**src/rtl/cmp_pkg.sv**
```systemverilog
// Package: register map, field layout and shared types of the comparator control block
// Contract
// - Three identical comparator control channels
// - Latched synchronous and raw asynchronous outputs
// - Raw output tracks inputs without clock
// - Mux register: two-bit positive, negative selects
// - Disabled comparator: outputs low, power removed
// - Mode register selects response time
// - Separate positive and negative hysteresis fields
// - Interrupts on rising and falling transitions
// - Edge flags set on matching transitions
// - Flags sticky until software writes zero
// - Output level readable as status bit
// - Enable bit switches comparator on/off
// - Per-edge interrupt enables gate requests
// - Speed field 00 fastest, 11 slowest
// - Hysteresis codes 00 off to 11 20mV
package cmp_pkg;

    // ==========================================
    // Sizes
    localparam int NUM_CMP  = 3;            // Comparator instances
    localparam int ADDR_W   = 8;            // APB address bits decoded

    // ==========================================
    // Register map: per channel a block of four words
    localparam logic [7:0] CH_STRIDE    = 8'h10;    // Bytes per channel
    localparam logic [3:0] OFF_CTRL     = 4'h0;     // Control register
    localparam logic [3:0] OFF_MODE     = 4'h4;     // Mode register
    localparam logic [3:0] OFF_MUX      = 4'h8;     // Input mux register
    localparam logic [7:0] OFF_IRQ_STAT = 8'h30;    // Sticky irq status, clear on read
    localparam logic [7:0] OFF_IRQ_MASK = 8'h34;    // Irq mask

    // ==========================================
    // Control register fields
    localparam int CTRL_ON    = 7;          // Enable bit
    localparam int CTRL_LEVEL = 6;          // Output level, read only
    localparam int CTRL_RISE  = 5;          // Rising edge flag
    localparam int CTRL_FALL  = 4;          // Falling edge flag
    localparam int CTRL_HYP   = 2;          // Positive hysteresis low bit
    localparam int CTRL_HYN   = 0;          // Negative hysteresis low bit

    // Mode register fields
    localparam int MODE_RIE   = 5;          // Rising irq enable
    localparam int MODE_FIE   = 4;          // Falling irq enable
    localparam int MODE_SPD   = 0;          // Speed select low bit

    // Mux register fields
    localparam int MUX_NEG    = 0;          // Negative input select low bit
    localparam int MUX_POS    = 4;          // Positive input select low bit

    // ==========================================
    // Reset values
    localparam logic [1:0] SPEED_RST = 2'h2;    // Mode 2 after reset

    // Hysteresis codes
    typedef enum logic [1:0] {
        HYST_OFF  = 2'h0,   // Disabled
        HYST_5MV  = 2'h1,   // 5 mV
        HYST_10MV = 2'h2,   // 10 mV
        HYST_20MV = 2'h3    // 20 mV
    } hyst_e;

    // Speed codes
    typedef enum logic [1:0] {
        SPD_FAST  = 2'h0,   // Fastest, highest power
        SPD_MID1  = 2'h1,   // Mode 1
        SPD_MID2  = 2'h2,   // Mode 2
        SPD_SLOW  = 2'h3    // Slowest, lowest power
    } speed_e;

    // Per-channel software settings
    typedef struct packed {
        logic       cmp_on;             // Enable
        hyst_e      cmp_pos_hyst;       // Positive hysteresis
        hyst_e      cmp_neg_hyst;       // Negative hysteresis
        logic       cmp_rise_irq_en;    // Rising irq enable
        logic       cmp_fall_irq_en;    // Falling irq enable
        speed_e     cmp_speed_sel;      // Response mode
        logic [1:0] cmp_pos_input_sel;  // Positive input select
        logic [1:0] cmp_neg_input_sel;  // Negative input select
    } cmp_cfg_s;

    // Analog control to one comparator
    typedef struct packed {
        logic       power;              // Supply on
        hyst_e      pos_hyst;           // Positive hysteresis
        hyst_e      neg_hyst;           // Negative hysteresis
        speed_e     speed;              // Response mode
        logic [1:0] pos_sel;            // Positive input
        logic [1:0] neg_sel;            // Negative input
    } analog_ctl_s;

endpackage

```
**src/rtl/analog_comparator_control.sv**
```systemverilog
// Module: APB control and status logic for three analog comparators
`timescale 1ns/1ns
`default_nettype none

module analog_comparator_control #(
    parameter int NCMP = cmp_pkg::NUM_CMP   // Comparator instances
) (
    input  wire logic                     clk,            // System clock
    input  wire logic                     reset_n,        // Sync reset, active low
    input  wire logic                     psel,           // APB select
    input  wire logic                     penable,        // APB enable
    input  wire logic                     pwrite,         // APB direction
    input  wire logic [31:0]              paddr,          // APB address
    input  wire logic [31:0]              pwdata,         // APB write data
    output logic                          pready,         // APB ready
    output logic [31:0]                   prdata,         // APB read data
    output logic                          pslverr,        // APB error
    input  wire logic [NCMP-1:0]          cmp_analog,     // Comparator decisions
    output logic [NCMP-1:0]               cmp_raw_out,    // Raw output to pins
    output logic [NCMP-1:0]               cmp_latched_out,// Latched output to pins
    output cmp_pkg::analog_ctl_s [NCMP-1:0] analog_ctl,   // Analog settings
    output logic                          irq             // Interrupt level
);

    // ==========================================
    // Overview
    // Three identical channels, one decoder
    // Per channel: control, mode, input select
    // Raw output: gate on decision, no clock
    // Keeps tracking with the clock stopped
    // Latched output, level bit and edges
    // all use the synchronised copy
    // No metastable level reaches software
    // Flags: set by hardware
    // Flags: cleared by a written zero
    // A written one leaves a flag alone
    // Read-modify-write loses an edge between read and write
    // Irq status apart from the flags
    // Status needs the edge enable
    // Mask gates status onto the line
    // Status read clears the word
    // Edge in the same cycle still lands
    // One wait cycle per access
    // Ready stands for one cycle
    // Unmapped words: error, no effect
    // Spare channel word: zero, no error
    // Analog controls move with the answer
    // Macro never sees half a setting
    // Edges seen while a channel is off
    // Clear flags after on or mode change
    // Hazard: chain is zero after reset
    // High input then gives one rise

    // ==========================================
    // Register map, base n*0x10 per channel
    //   +0x0 control word
    //        on, level, rise, fall flags
    //        positive, negative hysteresis
    //   +0x4 mode word
    //        rise, fall irq enables, speed
    //   +0x8 input select word
    //   +0xc spare, reads zero
    //   0x30 irq status, clear on read
    //   0x34 irq mask, same layout
    //   Bit 2n rise, 2n+1 fall of channel n
    // Hysteresis: off, 5, 10, 20 mV
    // Speed: fastest to slowest

    // ==========================================
    // Access timing
    //   cycle 0: setup, nothing taken
    //   cycle 1: access seen, answer built
    //   cycle 2: ready, data, error, writes
    //   cycle 3: idle or next setup
    // Edge timing after an input change
    //   edge 1: first stage
    //   edge 2: settled level
    //   edge 3: flag and status set
    //   edge 3: irq line set with status

    // ==========================================
    // Limitations
    //   No glitch filter
    //   Pulse under one clock: raw only
    //   Input select codes pass unchecked
    //   Low address byte only: map repeats
    //   Raw output is the one gate output
    //   It must work with the clock stopped

    // ==========================================
    // State
    cmp_pkg::cmp_cfg_s [NCMP-1:0] cfg, next_cfg;          // Settings
    logic [NCMP-1:0]  sync1, sync2, sync3;                // Synchroniser and history
    logic [NCMP-1:0]  rise_flag, fall_flag;               // Sticky edge flags
    logic [NCMP-1:0]  next_rise_flag, next_fall_flag;     // Next flags
    logic [2*NCMP-1:0] irq_stat, next_irq_stat;           // Irq status
    logic [2*NCMP-1:0] irq_mask, next_irq_mask;           // Irq mask
    logic [31:0]      next_prdata;                        // Read data
    logic             next_pready, next_pslverr;          // Bus answer
    logic [NCMP-1:0]  next_latched;                       // Latched outputs
    cmp_pkg::analog_ctl_s [NCMP-1:0] next_analog;         // Analog controls
    logic             next_irq;                           // Interrupt
    logic [NCMP-1:0]  rise_ev, fall_ev;                   // Edge events

    // Access decode; answer in the second access cycle
    logic       acc;                                      // Access phase
    logic       wr, rd;                                   // Write, read
    logic [7:0] a;                                        // Byte address
    // Ready high blocks a second take of one access
    assign acc = psel & penable & ~pready;
    assign wr  = acc & pwrite;
    assign rd  = acc & ~pwrite;
    assign a   = paddr[cmp_pkg::ADDR_W-1:0];

    // ==========================================
    // Raw path: combinational, works with clock stopped
    always_comb begin
        // Default all low, then gate by enable
        cmp_raw_out = cmp_analog & {NCMP{1'b0}};
        for (int i = 0; i < NCMP; i++) begin
            cmp_raw_out[i] = cmp_analog[i] & cfg[i].cmp_on;
        end
    end

    // ==========================================
    // Edge detection per channel
    // Same logic for every channel
    for (genvar g = 0; g < NCMP; g++) begin : g_edge
        // Rise: settled level high, history low
        assign rise_ev[g] = sync2[g] & ~sync3[g];
        // Fall: settled level low, history high
        assign fall_ev[g] = ~sync2[g] & sync3[g];
    end

    // ==========================================
    // Next state of registers and bus
    always_comb begin
        logic [7:0] ch_base;
        // Defaults: hold state, ready on access, no data, no error
        ch_base        = 8'h00;
        next_cfg       = cfg;
        next_rise_flag = rise_flag;
        next_fall_flag = fall_flag;
        next_irq_stat  = irq_stat;
        next_irq_mask  = irq_mask;
        next_prdata    = 32'h0000_0000;
        next_pready    = acc;
        next_pslverr   = 1'b0;
        // Read of the status register clears it; new events still win
        if (rd && a == cmp_pkg::OFF_IRQ_STAT) begin
            next_irq_stat = '0;
            next_prdata   = 32'(irq_stat);
        end
        // Mask write replaces every bit
        if (wr && a == cmp_pkg::OFF_IRQ_MASK) begin
            next_irq_mask = pwdata[2*NCMP-1:0];
        end
        // Mask read back
        if (rd && a == cmp_pkg::OFF_IRQ_MASK) begin
            next_prdata = 32'(irq_mask);
        end
        // Above the channels only status and mask
        if (acc && a >= 8'(NCMP * cmp_pkg::CH_STRIDE) && a != cmp_pkg::OFF_IRQ_STAT
            && a != cmp_pkg::OFF_IRQ_MASK) begin
            next_pslverr = 1'b1;                               // Unmapped
        end
        for (int i = 0; i < NCMP; i++) begin
            // Base byte address of this channel
            ch_base = 8'(i * cmp_pkg::CH_STRIDE);
            // Control register
            if (a == ch_base + 8'(cmp_pkg::OFF_CTRL)) begin
                // Write: enable, hysteresis, flag clears
                if (wr) begin
                    next_cfg[i].cmp_on       = pwdata[cmp_pkg::CTRL_ON];
                    next_cfg[i].cmp_pos_hyst =
                        cmp_pkg::hyst_e'(pwdata[cmp_pkg::CTRL_HYP +: 2]);
                    next_cfg[i].cmp_neg_hyst =
                        cmp_pkg::hyst_e'(pwdata[cmp_pkg::CTRL_HYN +: 2]);
                    // Writing zero clears; writing one leaves as is
                    if (!pwdata[cmp_pkg::CTRL_RISE]) next_rise_flag[i] = 1'b0;
                    if (!pwdata[cmp_pkg::CTRL_FALL]) next_fall_flag[i] = 1'b0;
                end
                // Read: settings, level, flags
                if (rd) begin
                    next_prdata[cmp_pkg::CTRL_ON]      = cfg[i].cmp_on;
                    next_prdata[cmp_pkg::CTRL_LEVEL]   = cmp_latched_out[i];
                    next_prdata[cmp_pkg::CTRL_RISE]    = rise_flag[i];
                    next_prdata[cmp_pkg::CTRL_FALL]    = fall_flag[i];
                    next_prdata[cmp_pkg::CTRL_HYP +: 2] = cfg[i].cmp_pos_hyst;
                    next_prdata[cmp_pkg::CTRL_HYN +: 2] = cfg[i].cmp_neg_hyst;
                end
            end
            // Mode register
            if (a == ch_base + 8'(cmp_pkg::OFF_MODE)) begin
                // Write: edge irq enables, speed
                if (wr) begin
                    next_cfg[i].cmp_rise_irq_en = pwdata[cmp_pkg::MODE_RIE];
                    next_cfg[i].cmp_fall_irq_en = pwdata[cmp_pkg::MODE_FIE];
                    next_cfg[i].cmp_speed_sel   =
                        cmp_pkg::speed_e'(pwdata[cmp_pkg::MODE_SPD +: 2]);
                end
                // Read: unused bits stay zero
                if (rd) begin
                    next_prdata[cmp_pkg::MODE_RIE]     = cfg[i].cmp_rise_irq_en;
                    next_prdata[cmp_pkg::MODE_FIE]     = cfg[i].cmp_fall_irq_en;
                    next_prdata[cmp_pkg::MODE_SPD +: 2] = cfg[i].cmp_speed_sel;
                end
            end
            // Mux register
            if (a == ch_base + 8'(cmp_pkg::OFF_MUX)) begin
                // Write: upper bits ignored
                if (wr) begin
                    next_cfg[i].cmp_pos_input_sel = pwdata[cmp_pkg::MUX_POS +: 2];
                    next_cfg[i].cmp_neg_input_sel = pwdata[cmp_pkg::MUX_NEG +: 2];
                end
                // Read: both selects
                if (rd) begin
                    next_prdata[cmp_pkg::MUX_POS +: 2] = cfg[i].cmp_pos_input_sel;
                    next_prdata[cmp_pkg::MUX_NEG +: 2] = cfg[i].cmp_neg_input_sel;
                end
            end
            // Edges set flags; set wins over a clear in the same cycle
            if (rise_ev[i]) next_rise_flag[i] = 1'b1;
            if (fall_ev[i]) next_fall_flag[i] = 1'b1;
            // Enabled edges raise sticky interrupt status
            if (rise_ev[i] && cfg[i].cmp_rise_irq_en) next_irq_stat[2*i]   = 1'b1;
            if (fall_ev[i] && cfg[i].cmp_fall_irq_en) next_irq_stat[2*i+1] = 1'b1;
        end
        // Read data holds between answers
        if (!next_pready) begin
            next_prdata  = prdata;
        end
    end

    // ==========================================
    // Latched outputs and analog controls
    always_comb begin
        // Defaults cover every bit
        next_latched = '0;
        next_analog  = '0;
        for (int i = 0; i < NCMP; i++) begin
            next_latched[i]         = sync2[i] & cfg[i].cmp_on;
            next_analog[i].power    = next_cfg[i].cmp_on;
            next_analog[i].pos_hyst = next_cfg[i].cmp_pos_hyst;
            next_analog[i].neg_hyst = next_cfg[i].cmp_neg_hyst;
            next_analog[i].speed    = next_cfg[i].cmp_speed_sel;
            next_analog[i].pos_sel  = next_cfg[i].cmp_pos_input_sel;
            next_analog[i].neg_sel  = next_cfg[i].cmp_neg_input_sel;
        end
        // Shared line: any unmasked status bit
        next_irq = |(next_irq_stat & next_irq_mask);
    end

    // ==========================================
    // Registers
    always_ff @(posedge clk) begin
        // Reset: channels off, speed mode 2
        if (!reset_n) begin
            for (int i = 0; i < NCMP; i++) begin
                cfg[i] <= '{cmp_on: 1'b0, cmp_pos_hyst: cmp_pkg::HYST_OFF,
                            cmp_neg_hyst: cmp_pkg::HYST_OFF, cmp_rise_irq_en: 1'b0,
                            cmp_fall_irq_en: 1'b0,
                            cmp_speed_sel: cmp_pkg::speed_e'(cmp_pkg::SPEED_RST),
                            cmp_pos_input_sel: 2'h0, cmp_neg_input_sel: 2'h0};
                analog_ctl[i] <= '{power: 1'b0, pos_hyst: cmp_pkg::HYST_OFF,
                                   neg_hyst: cmp_pkg::HYST_OFF,
                                   speed: cmp_pkg::speed_e'(cmp_pkg::SPEED_RST),
                                   pos_sel: 2'h0, neg_sel: 2'h0};
            end
            // Chain, flags, status and bus answer
            sync1           <= '0;
            sync2           <= '0;
            sync3           <= '0;
            rise_flag       <= '0;
            fall_flag       <= '0;
            irq_stat        <= '0;
            irq_mask        <= '0;
            prdata          <= 32'h0000_0000;
            pready          <= 1'b0;
            pslverr         <= 1'b0;
            cmp_latched_out <= '0;
            irq             <= 1'b0;
        end else begin
            // Normal run: take the next values
            cfg             <= next_cfg;
            analog_ctl      <= next_analog;
            sync1           <= cmp_analog & {NCMP{1'b1}};
            sync2           <= sync1;
            sync3           <= sync2;
            rise_flag       <= next_rise_flag;
            fall_flag       <= next_fall_flag;
            irq_stat        <= next_irq_stat;
            irq_mask        <= next_irq_mask;
            prdata          <= next_prdata;
            pready          <= next_pready;
            pslverr         <= next_pslverr;
            cmp_latched_out <= next_latched;
            irq             <= next_irq;
        end
    end

endmodule

`default_nettype wire

```
**config.mk**
```make
export PLATFORM = sky130hd
export DESIGN_NAME = analog_comparator_control
export DESIGN_NICKNAME = d
export VERILOG_FILES = /design/src/rtl/cmp_pkg.sv /design/src/rtl/analog_comparator_control.sv
export SDC_FILE = /design/constraint.sdc
export NUM_CORES = 1
export LEC_CHECK = 0
export BUFFER_PORTS_ARGS = -buffer_cell sky130_fd_sc_hd__buf_4
export CAP_MARGIN = 10
export CORE_ASPECT_RATIO = 0.75
export CORE_MARGIN = 8
export CORE_UTILIZATION = 35
export CTS_BUF_LIST = sky130_fd_sc_hd__clkbuf_4 sky130_fd_sc_hd__clkbuf_8 sky130_fd_sc_hd__clkbuf_16
export DETAILED_ROUTE_END_ITERATION = 10
export GPL_TIMING_DRIVEN = 0
export PLACE_DENSITY = 0.7
export SLEW_MARGIN = 20
export SYNTH_ARGS = -nofsm -noshare
export SYNTH_HDL_FRONTEND = slang
export SYNTH_SLANG_ARGS = --single-unit
```
**constraint.sdc**
```tcl
create_clock -name clk -period 2.45 [get_ports clk]
set_clock_uncertainty 0.2 [all_clocks]
set_input_delay 0.1225 -clock clk [delete_from_list [all_inputs] [get_ports clk]]
set_output_delay 0.1225 -clock clk [all_outputs]
set_load 0.02 [all_outputs]
```
# [Word-level counts from Yosys, hierarchy flattened]
# Index checks and enable logic that the tools add are counted.
[op_classes] bitwise_logic=25 order_cmp=1 n_mux=57 n_reduce_logical=41 eq_ne=18
[op_table] cell="$mux W2" count=24
[op_table] cell="$mux W8" count=6
[op_table] cell="$eq A8 B6 Y1 const B" count=5
[op_table] cell="$mux W32" count=1
[op_table] cell="$eq A8 B5 Y1 const B" count=3
[op_table] cell="$reduce_bool A2 Y1" count=12
[op_table] cell="$mux W1" count=23
[op_table] cell="$mux W6" count=3
[op_table] cell="$reduce_and A2 Y1" count=9
[op_table] cell="$reduce_and A3 Y1" count=6
[op_table] cell="$and A1 B1 Y1" count=16
[op_table] cell="$ne A8 B6 Y1 const B" count=2
[op_table] cell="$logic_and A1 B1 Y1" count=12
[op_table] cell="$ne A2 B1 Y1 const B" count=6
[op_table] cell="$eq A8 B3 Y1 const B" count=1
[op_table] cell="$eq A8 B4 Y1 const B" count=1
[op_table] cell="$ge A8 B6 Y1 const B" count=1
[op_table] cell="$logic_not A8 Y1" count=1
[op_table] cell="$not A1 Y1" count=8
[op_table] cell="$and A6 B6 Y6" count=1
[op_table] cell="$reduce_or A6 Y1" count=1
[totals] ff_bits=104 elab_cells=182 output_inout_bits=74

# [Logic depth before layout (Yosys ltp)]
# Gate-level depths: netlist of run 1.
[depth] depth_word=24 depth_mapped=8 depth_no_buf=6

# [Worst setup path after synthesis of run 1]
# Ideal clock, no wire load.
[synth_timing] path_kind="register to register" from="register pready" to="register cfg[26] (netlist bit)" path_stages_with_launch=8 required_time_ns=2.128 synth_period_minus_slack_ns=2.044 slack_ns=0.406 path_buffers=1 arrival_ns=1.721 path_cell_list="dfxtp_1 and3b_1 clkbuf_1 nand2_1 nor3_2 nand2_1 nand2_1 a21boi_0"
[synth_via] elab_chain_len=4
[synth_lines] item="start: declaration" line="analog_comparator_control.sv:15" source="output logic pready,"
[synth_lines] item="start signal: assignment" line="analog_comparator_control.sv:295" source="pready <= next_pready;"
[synth_lines] item="$not A1 Y1" line="analog_comparator_control.sv:110" source="assign acc = psel & penable & ~pready;"
[synth_lines] item="$and A1 B1 Y1" line="analog_comparator_control.sv:110"
[synth_lines] item="$and A1 B1 Y1" line="analog_comparator_control.sv:111" source="assign wr = acc & pwrite;"
[synth_lines] item="$reduce_and A2 Y1 (no line)"
[synth_lines] item="end signal: indexed assignment" line="analog_comparator_control.sv:260" source="cfg[i] <= '{cmp_on: 1'b0, cmp_pos_hyst: cmp_pkg::HYST_OFF,"
[synth_lines] item="end signal: assignment" line="analog_comparator_control.sv:285" source="cfg <= next_cfg;"
[synth_lines] item="end: declaration" line="analog_comparator_control.sv:92" source="cmp_pkg::cmp_cfg_s [NCMP-1:0] cfg, next_cfg;"
# Every way passes these cells.
# A chain may end at the register's enable or synchronous reset.

# [Worst setup path after layout of run 1]
[layout_timing] from="register pready" to="register rise_flag[0]"
[layout_via] elab_chain_len=5
[layout_lines] item="$not A1 Y1" line="analog_comparator_control.sv:110"
[layout_lines] item="$and A1 B1 Y1" line="analog_comparator_control.sv:110"
[layout_lines] item="$and A1 B1 Y1" line="analog_comparator_control.sv:111"
[layout_lines] item="$reduce_bool A2 Y1 (no line)"
[layout_lines] item="$reduce_and A3 Y1 (no line)"
[layout_lines] item="end signal: assignment" line="analog_comparator_control.sv:290" source="rise_flag <= next_rise_flag;"
[layout_lines] item="end: declaration" line="analog_comparator_control.sv:94" source="logic [NCMP-1:0] rise_flag, fall_flag;"
# Every way passes these cells.

==> run metrics, run 1 <==
DR vias 4156; vias per inst 5.20; GRT Residual Overflow 0; die height 113 um; clk_lat worst skew 340 ps; drt pass-1 iters 5; Post-synth EDFFs 0; count of final max-slew check failures 0; synthesized instance count 520; worst hold path class in -> reg; critical path class reg -> reg; FFs w/ async S/R, synth 0%; final core utilization 45.7%; Unique masters post-synth 57; FF+latch count, synth 80; CP Launch Point pready; Pint 2.28 mW; leading cell type in the layout, fill and taps excluded buf_4; most frequent cells in the layout buf_4 (126), dfxtp_1 (80), nand2_1 (42); IO Port Bufs 67; postcts setup bufs 0; final-stage net count 700; CP peak stage delay 450 ps; crit path cell chain and3b_1, nand2_2, nor2_1, nand2_1, o21ai_0, a21boi_0; hpwl dp 11100 um; ys flop type dfxtp_1; fmax 440 MHz; post-synthesis simple-gate area fraction 25.4%; Row Count 35; Leak Pwr 2.37 nW; area grow syn2layout 27.4%; # H-tree levels 3; DIE AREA 16400 um^2; mux cell area share after synthesis 5.46%; final hold slack 38.6 ps; first-pass GRT wire length 23100 um; Synth Area in Adders 0%; total clock sinks 80; GR Util met2 28.0%; crit path DAT 2300 ps; DR DRC count 0; outcome finished clean; sequential share of power 43.3%; gpl congestion 0.916; combinational group share of total power 10.0%; Seq/Total Area, Yosys 36.4%; post-route insts no fill 799; Antenna Nets Post-Route 0; mapped cell area 4400 um^2; CTS buffer count 9; startpoint class of the critical path flip-flop; CTS Root Cell clkbuf_16; final hold violation count 0; Clock Pin Slew Worst Setup and Hold Paths 60 ps; CP Data Required Time 2470 ps; endpoint class of the critical path flip-flop; placed cells 776; Ys Warns 0; Worst slew margin 23.8%; TritonCTS clock tree built; compound-gate portion of the synthesized area 19.0%; Top delay family on crit path simple AND/OR/NAND/NOR gates; Worst Setup EP rise_flag[0]; count of final setup violators 0; DRT iter0 DRCs 398; flop2flop setup slack 180 ps; CORE AREA 12300 um^2; Sw Ratio 25.3%; P_sw 772 uW; Worst R2R End rise_flag[0]; # Max-Cap Violations 0; worst reg2reg path depth 6; worst path bufs/invs 0; largest family of logic cells by synthesized area simple AND/OR/NAND/NOR gates; Period minus WS final 2270 ps; GRT met1 Usage 22.5%; Clock Power Share 46.6%; clock tree buffer depth 2; share of layout cells above drive strength 1 26.4%; Final TNS setup 0 ps; Crit Path Max Fanout 8; Routed WL per cell 18.5 um; total track usage 17.8%; RSZ-0062 raised after global routing false; met3 GRT Util 5.34%; Initial Util 35.9%; Die W 145 um; Final Power 3.05 mW; Pwr Density 545 nW/um^2; Levels on crit path 6; initial antenna violation count 0; vias in the first global route 4139; total wire length 14800 um; worst vdd ir 0.341 mV; slew of the pin with the lowest slew margin 1130 ps; pin count of the biggest net entering global routing 15; slowest CP cell and3b_1; GR peak layer met2; Synth Area in XOR/XNOR 0%; mean post-synth cell area 8.46 um^2; Tcrit/Tclk final 92.8%; worst r2r src pready; I/O pin cnt 146; ant diodes 0
## power groups by stage
stage | clock network (mW) | logic, mW | registers (mW)
6_report | 1.42 | 0.306 | 1.32
5_1_grt | 1.50 | 0.325 | 1.32
4_1_cts | 1.44 | 0.298 | 1.32
3_5_place_dp | 0 | 0.286 | 1.35
3_3_place_gp | 0 | 0.284 | 1.35
2_1_floorplan | 0 | 0.181 | 1.36
## synthesized netlist by cell type (all sizes together) (2+ instances only)
| cell | number | share of area [%] |
|---|---|---|
| nor4b | 4 | 1.1 |
| o311a | 3 | 0.68 |
| buf | 66 | 11 |
| and2 | 15 | 2.1 |
| and3 | 8 | 1.1 |
| mux2i | 24 | 5.5 |
| nand2b | 9 | 1.3 |
| o21ai | 25 | 2.8 |
| or4 | 2 | 0.34 |
| inv | 8 | 0.68 |
| nor3 | 11 | 1.5 |
| nand3 | 33 | 3.8 |
| nor4 | 5 | 1.1 |
| a22oi | 2 | 0.34 |
| or4b | 2 | 0.46 |
| nor2b | 32 | 4.6 |
| o211ai | 4 | 0.68 |
| clkbuf | 23 | 2.0 |
| dfxtp | 80 | 36 |
| nor3b | 2 | 0.34 |
| a22o | 2 | 0.40 |
| nor2 | 15 | 1.7 |
| o22ai | 7 | 1.0 |
| nand2 | 44 | 3.9 |
| a21oi | 33 | 3.8 |
| o221ai | 4 | 0.80 |
| a2bb2oi | 7 | 1.5 |
| a221oi | 2 | 0.40 |
| a21boi | 25 | 4.3 |
| a21o | 4 | 0.68 |
| nand4 | 4 | 0.71 |
| o31ai | 3 | 0.85 |
## metal layers
layer / part of all wire (%) / vias up
li1: - / 1974
met4: 2.3 / 0
met1: 44 / 1958
met2: 45 / 200
met5: 0 / -
met3: 8.6 / 24
## per-stage QoR
step           setup WS (ps)  area (um^2)
4_1_cts                 11.8         5600
2_1_floorplan            406         4480
5_1_grt                 47.0         5600
3_3_place_gp           -41.6         5190
6_report                 176         5600
3_5_place_dp            -175         5190
## cell type report
class / count / area, um^2
Clock buffer: 11 / 253
Buffer: 88 / 568
Inverter: 8 / 30.0
Fill cell: 1188 / 6660
Timing Repair Buffer: 75 / 583
Clock inverter: 5 / 63.8
Tap cell: 166 / 208
Sequential cell: 80 / 1600
Multi-Input combinational cell: 366 / 2300
## kinds of logic after synthesis
family,count (synthesis)
multiplexers,24
AO/OA/AOI/OAI,125
AND/OR/NAND/NOR,193
other,1
buffers and inverters,97
flip-flops,80
## worst min-delay path by stage
| stage | cells after the start | startpoint | slack (ps) | end |
|---|---|---|---|---|
| after floorplan | 1 | cmp_analog[0] | 40 | sync1[0] |
| after global placement | 2 | cmp_analog[1] | 140 | sync1[1] |
| after detailed placement | 2 | cmp_analog[0] | 140 | sync1[0] |
| after CTS | 4 | paddr[4] | 20 | pslverr |
| after global routing | 4 | paddr[4] | 60 | pslverr |
| final | 4 | paddr[4] | 40 | pslverr |
## worst reg2reg max path: stages (launching register included)
cell	delay, ps
dfxtp_1	340
and3b_1	450
nand2_2	230
nor2_1	260
nand2_1	310
o21ai_0	270
a21boi_0	110
## flip-flops by register name (all words and copies together), names as in the netlist
signal	flops
pslverr	1
irq_mask	6
irq	1
cmp_latched_out	3
prdata	8
rise_flag	3
irq_stat	6
sync3	3
fall_flag	3
pready	1
cfg	39
sync1	3
sync2	3
## timing repair
action                                  in CTS  in global routing
hold endpoints to repair                    15                  0
hold buffers                                 8                  0
endpoints found under the setup margin       8                 38
gates resized for setup                      1                  4
No activity file was read; power rests on OpenSTA's default activity.
==> inputs of run 2 (changes only) <==
--- a/config.mk
+++ b/config.mk
@@ -7,13 +7,15 @@
 export LEC_CHECK = 0
 export BUFFER_PORTS_ARGS = -buffer_cell sky130_fd_sc_hd__buf_4
 export CAP_MARGIN = 10
-export CORE_ASPECT_RATIO = 0.75
+export CELL_PAD_IN_SITES_DETAIL_PLACEMENT = 1
+export CELL_PAD_IN_SITES_GLOBAL_PLACEMENT = 2
+export CORE_ASPECT_RATIO = 1.5
 export CORE_MARGIN = 8
-export CORE_UTILIZATION = 35
+export CORE_UTILIZATION = 29
 export CTS_BUF_LIST = sky130_fd_sc_hd__clkbuf_4 sky130_fd_sc_hd__clkbuf_8 sky130_fd_sc_hd__clkbuf_16
 export DETAILED_ROUTE_END_ITERATION = 10
 export GPL_TIMING_DRIVEN = 0
-export PLACE_DENSITY = 0.7
+export PLACE_DENSITY = 0.92
 export SLEW_MARGIN = 20
 export SYNTH_ARGS = -nofsm -noshare
 export SYNTH_HDL_FRONTEND = slang
==> run 2 against run 1 <==
Global-route usage decreased by 0.31 points. First-iteration DRC count decreased by 58%. Worst hold slack got worse by 2.9 ps. Cell count increased by 4.0%. Non-clock buffer count unchanged. Register-to-register slack got worse by 30 ps. Cell area increased by 0.63%. Via count about the same. Clock power about the same. Wire length increased by 11%.
==> run metrics, run 2 (synthesis gave the netlist of run 1 again) <==
vias per inst 5.00 (-3.8%); Die W 117 um (-20%); most frequent cells in the layout buf_4 (126), dfxtp_1 (80), nand2_1 (42); # H-tree levels 3 (unchanged); post-route insts no fill 831 (+4.0%); die height 167 um (+48%); gpl congestion 0.884 (-3.5%); count of final setup violators 0 (unchanged); Final Power 3.03 mW (-0.63%); count of final max-slew check failures 0 (unchanged); endpoint class of the critical path flip-flop; Antenna Nets Post-Route 0 (unchanged); Hold EP pslverr; worst r2r src pready; hpwl dp 12700 um (+15%); share of layout cells above drive strength 1 26.6% (+0.20 points); startpoint class of the critical path primary input; Period minus WS final 2400 ps (+121 ps); clk_lat worst skew 350 ps (about the same); Row Count 55 (+57%); biggest regs cfg: 39 flops, prdata: 8 flops; Crit Path Max Fanout 10 (+2); I/O pin cnt 146 (unchanged); pin count of the biggest net entering global routing 14 (-1); DRT iter0 DRCs 169 (-58%); final-stage net count 700 (unchanged); area grow syn2layout 28.2%; Most flops, register cfg; postcts setup bufs 0 (unchanged); Worst slew margin 42.4% (+19 points); CTS Root Cell clkbuf_16; placed cells 809 (+4.3%); Largest register FFs 39 (unchanged); worst vdd ir 0.286 mV (-16%); Initial Util 29.5% (-6.4 points); CP Launch Point paddr[7]; ant diodes 0 (unchanged); CORE AREA 14900 um^2 (+22%); RSZ-0062 raised after global routing false; worst reg2reg path depth 7 (+1); Sw Ratio 25.2% (-0.10 points); Clock Power Share 46.2% (-0.4 points); first-pass GRT wire length 25700 um (+12%); IO Port Bufs 67 (unchanged); flop2flop setup slack 150 ps (-30 ps); CP Data Required Time 2490 ps (+20 ps); worst hold path class in -> reg; Routed WL per cell 19.7 um (+6.9%); initial antenna violation count 0 (unchanged); total track usage 17.4% (-0.31 points); worst slack at placement -293 ps (-118 ps); hold path depth 4 (unchanged); clock tree buffer depth 2 (unchanged); CTS buffer count 9 (unchanged); Pint 2.27 mW (-0.50%); DR DRC count 0 (unchanged); critical path class in -> reg; Leak Pwr 2.37 nW (-0.33%); Tcrit/Tclk final 97.8% (+5.0 points); # Max-Cap Violations 0 (unchanged); final worst slack 54.2 ps (-121 ps); DR vias 4158 (+0.048%); outcome finished clean; final hold violation count 0 (unchanged); GRT Residual Overflow 0 (unchanged); total clock sinks 80 (unchanged); leading cell type in the layout, fill and taps excluded buf_4; drt pass-1 iters 5 (unchanged); DIE AREA 19400 um^2 (+18%); Fillers 1832 (+54%); Worst R2R End irq; total wire length 16400 um (+11%); vias in the first global route 4562 (+10%); TritonCTS clock tree built; combinational group share of total power 10.2% (+0.2 points); fmax 417 MHz (-5.1%); crit path DAT 2430 ps (+130 ps); Clock Pin Slew Worst Setup and Hold Paths 60 ps (about the same); sequential share of power 43.6% (+0.3 points); slew of the pin with the lowest slew margin 851 ps (-276 ps); Pwr Density 538 nW/um^2 (-1.3%); P_sw 764 uW (-1.0%); hold wc startpoint paddr[4]
run 2: cell types whose count changed in the layout (fill, tap and decap cells not counted), sizes merged:
cell      before  now
clkinvlp       1    2
clkinv         2    1
inv            9    8
run 2: power by group through the flow:
| stage | Sequential, mW | Combinational (mW) | Clock, mW |
|---|---|---|---|
| floorplan | 1.36 | 0.181 | 0 |
| global placement | 1.35 | 0.289 | 0 |
| detailed placement | 1.35 | 0.294 | 0 |
| CTS | 1.32 | 0.306 | 1.42 |
| global route | 1.32 | 0.333 | 1.48 |
| finish | 1.32 | 0.309 | 1.40 |
run 2: routing by layer:
metal  wire, um  track usage, %
met4        643            9.28
met3        751            3.40
met2       8570            30.6
met1       6440            19.1
met5          0               0
run 2: worst max-delay path by stage:
stage / end / slack, ps / depth (start not counted)
after floorplan: cfg[26] / 410 / 7
after global placement: prdata[1] / -210 / 8
after detailed placement: cfg[29] / -290 / 7
after CTS: fall_flag[0] / 20 / 6
after global routing: cfg[31] / 20 / 6
final: prdata[1] / 50 / 8
run 2: timing repair:
action / CTS / global route
hold endpoints to repair: 15 / 0
endpoints found under the setup margin: 42 / 12
hold buffers: 8 / 0
gates resized for setup: 2 / 4
run 2: area by class of cell:
cell class              instances  area (um^2)  area share (%)
inverters                       8         30.0           0.533
multi-input cells             366         2300            40.8
clock inverters                 4         53.8           0.954
flip-flops and latches         80         1600            28.4
well taps                     199          249            4.42
repair buffers                 75          583            10.3
plain buffers                  88          568            10.1
clock buffers                  11          253            4.48
run 2: stage by stage:
step	util, %	hold WS [ps]	setup TNS [ps]	cell area, um^2
global route	37.8	60.2	0	5640
global placement	35.1	133	-3710	5240
CTS	37.7	30.3	0	5630
finish	37.8	35.7	0	5640
detailed placement	35.1	137	-5970	5240
floorplan	-	44.2	0	4480
run 2: worst max-delay path, cell delays in order:
cell and delay, ps:
buf_4 140, nor4b_1 760, buf_2 420, nand2_1 170, a2bb2oi_1 220, o221ai_1 250, a31oi_1 100, a32o_1 240
==> inputs of run 3 (changes only) <==
--- a/config.mk
+++ b/config.mk
@@ -10,7 +10,6 @@
 export CELL_PAD_IN_SITES_DETAIL_PLACEMENT = 1
 export CELL_PAD_IN_SITES_GLOBAL_PLACEMENT = 2
 export CORE_ASPECT_RATIO = 1.5
-export CORE_MARGIN = 8
 export CORE_UTILIZATION = 29
 export CTS_BUF_LIST = sky130_fd_sc_hd__clkbuf_4 sky130_fd_sc_hd__clkbuf_8 sky130_fd_sc_hd__clkbuf_16
 export DETAILED_ROUTE_END_ITERATION = 10
==> run 3 against run 2 <==
Sequential power hardly changed. Critical endpoint is now prdata[4]. Cell count is 0.24% lower. Critical path depth is 2 lower. Flip-flop and latch count stayed put. Non-clock buffer count stayed put. Wire length is 4.6% lower.
==> run metrics, run 3 (synthesis gave the netlist of run 1 again) <==
CTS Root Cell clkbuf_16; worst vdd ir 0.265 mV (-7.5%); die height 153 um (-8.4%); fmax 433 MHz (+3.7%); Routed WL per cell 18.9 um (-4.3%); # Max-Cap Violations 0 (unchanged); count of final max-slew check failures 0 (unchanged); area grow syn2layout 28.3% (about the same); # H-tree levels 3 (unchanged); biggest regs cfg: 39 flops, prdata: 8 flops; IO Port Bufs 67 (unchanged); worst hold path class in -> reg; total wire length 15700 um (-4.6%); postcts setup bufs 0 (unchanged); hold wc startpoint paddr[4]; slowest CP cell nor4bb_1; hpwl dp 11700 um (-7.6%); Die W 103 um (-12%); ant diodes 0 (unchanged); GRT Residual Overflow 0 (unchanged); CORE AREA 14700 um^2 (-1.8%); flop2flop setup slack 140 ps (about the same); I/O pin cnt 146 (unchanged); CP peak stage delay 360 ps (-400 ps); clk_lat worst skew 350 ps (about the same); Most flops, register cfg; total clock sinks 80 (unchanged); Final TNS setup 0 ps (unchanged); Worst R2R End prdata[4]; slew of the pin with the lowest slew margin 794 ps (-57.7 ps); clock tree buffer depth 2 (unchanged); CP Data Required Time 2510 ps (+20 ps); first-pass GRT wire length 24200 um (-5.8%); leading cell type in the layout, fill and taps excluded buf_4; Pwr Density 546 nW/um^2 (+1.5%); worst reg2reg path depth 6 (-1); DRT iter0 DRCs 180 (+6.5%); TritonCTS clock tree built; DIE AREA 15700 um^2 (-19%); Largest register FFs 39 (unchanged); Worst slew margin 46.7% (+4.2 points); Period minus WS final 2310 ps (-85.2 ps); hold path depth 4 (unchanged); drt pass-1 iters 4 (-1); Crit Path Max Fanout 10 (unchanged); Hold EP pslverr; pin count of the biggest net entering global routing 17 (+3); Leak Pwr 2.37 nW (+0.22%); Initial Util 30.0% (+0.55 points); Tcrit/Tclk final 94.3% (-3.5 points); critical path class reg -> reg; crit path DAT 2370 ps (-60 ps); DR vias 4182 (+0.58%); final-stage net count 700 (unchanged); share of layout cells above drive strength 1 26.5% (-0.042 points); Antenna Nets Post-Route 0 (unchanged); final hold violation count 0 (unchanged); final core utilization 38.5% (+0.72 points); vias per inst 5.04 (+0.82%); vias in the first global route 4346 (-4.7%); worst r2r src pready; CTS buffer count 9 (unchanged); most frequent cells in the layout buf_4 (126), dfxtp_1 (80), nand2_1 (42); count of final setup violators 0 (unchanged); crit path cell chain nor4bb_1, buf_2, clkbuf_1, o21ai_0, o311a_1, o31ai_2; total track usage 20.8% (+3.4 points); endpoint class of the critical path flip-flop; DR DRC count 0 (unchanged); startpoint class of the critical path flip-flop; gpl congestion 0.875 (-0.98%); outcome finished clean; initial antenna violation count 0 (unchanged); RSZ-0062 raised after global routing false; Clock Pin Slew Worst Setup and Hold Paths 70 ps (about the same); Row Count 54 (-1.8%)
-- run 3: power by group --
| group | leakage [nW] | internal [mW] | switching, mW | total, mW |
|---|---|---|---|---|
| clock network | 0.151 | 0.816 | 0.633 | 1.45 |
| registers | 0.647 | 1.31 | 0.00790 | 1.32 |
| logic | 1.57 | 0.115 | 0.195 | 0.310 |
| total | 2.37 | 2.24 | 0.836 | 3.08 |
-- run 3: through the flow --
step	power (mW)	hold WS (ps)	instance area (um^2)	setup slack (ps)	std cells
6_report	3.08	36.1	5640	139	829
4_1_cts	3.08	33.4	5630	147	829
3_3_place_gp	1.64	134	5230	-279	806
3_5_place_dp	1.65	140	5240	-240	806
2_1_floorplan	1.54	44.2	4480	406	543
5_1_grt	3.16	99.1	5640	7.34	829
-- run 3: final cells by class --
class | instances | area (um^2)
Clock inverter | 7 | 86.3
Inverter | 8 | 30.0
Clock buffer | 9 | 225
Multi-Input combinational cell | 366 | 2300
Sequential cell | 80 | 1600
Buffer | 88 | 567
Tap cell | 196 | 245
Fill cell | 1779 | 9020
Timing Repair Buffer | 75 | 583
-- run 3: per-layer routing --
metal / track usage (%) / vias to the layer above / part of all wire (%)
met3: 2.65 / 48 / 3.5
met2: 36.3 / 123 / 53
met5: 0 / - / 0
met4: 13.3 / 0 / 5.3
li1: - / 1978 / -
met1: 23.1 / 2033 / 39
-- run 3: worst max path at each step --
stage	cells after the start	startpoint	endpoint	slack, ps
2_1_floorplan	7	pready	cfg[26]	410
3_3_place_gp	6	paddr[7]	prdata[7]	-280
3_5_place_dp	7	pready	cfg[28]	-240
4_1_cts	8	paddr[7]	prdata[1]	150
5_1_grt	6	pready	prdata[4]	7
6_report	6	pready	prdata[4]	140
-- run 3: critical path: cells and delay by family, from the launching register on --
kind / cells / cell delay (ps)
AOI/OAI and AO/OA: 3 / 680
DFF: 1 / 350
buffers and inverters: 2 / 630
and+or+nand+nor: 1 / 360
-- run 3: repair_timing --
action,CTS,global route
setup endpoints to repair,33,3
gates cloned,0,0
hold endpoints to repair,15,0
hold buffers,8,0
gates resized for setup,2,2
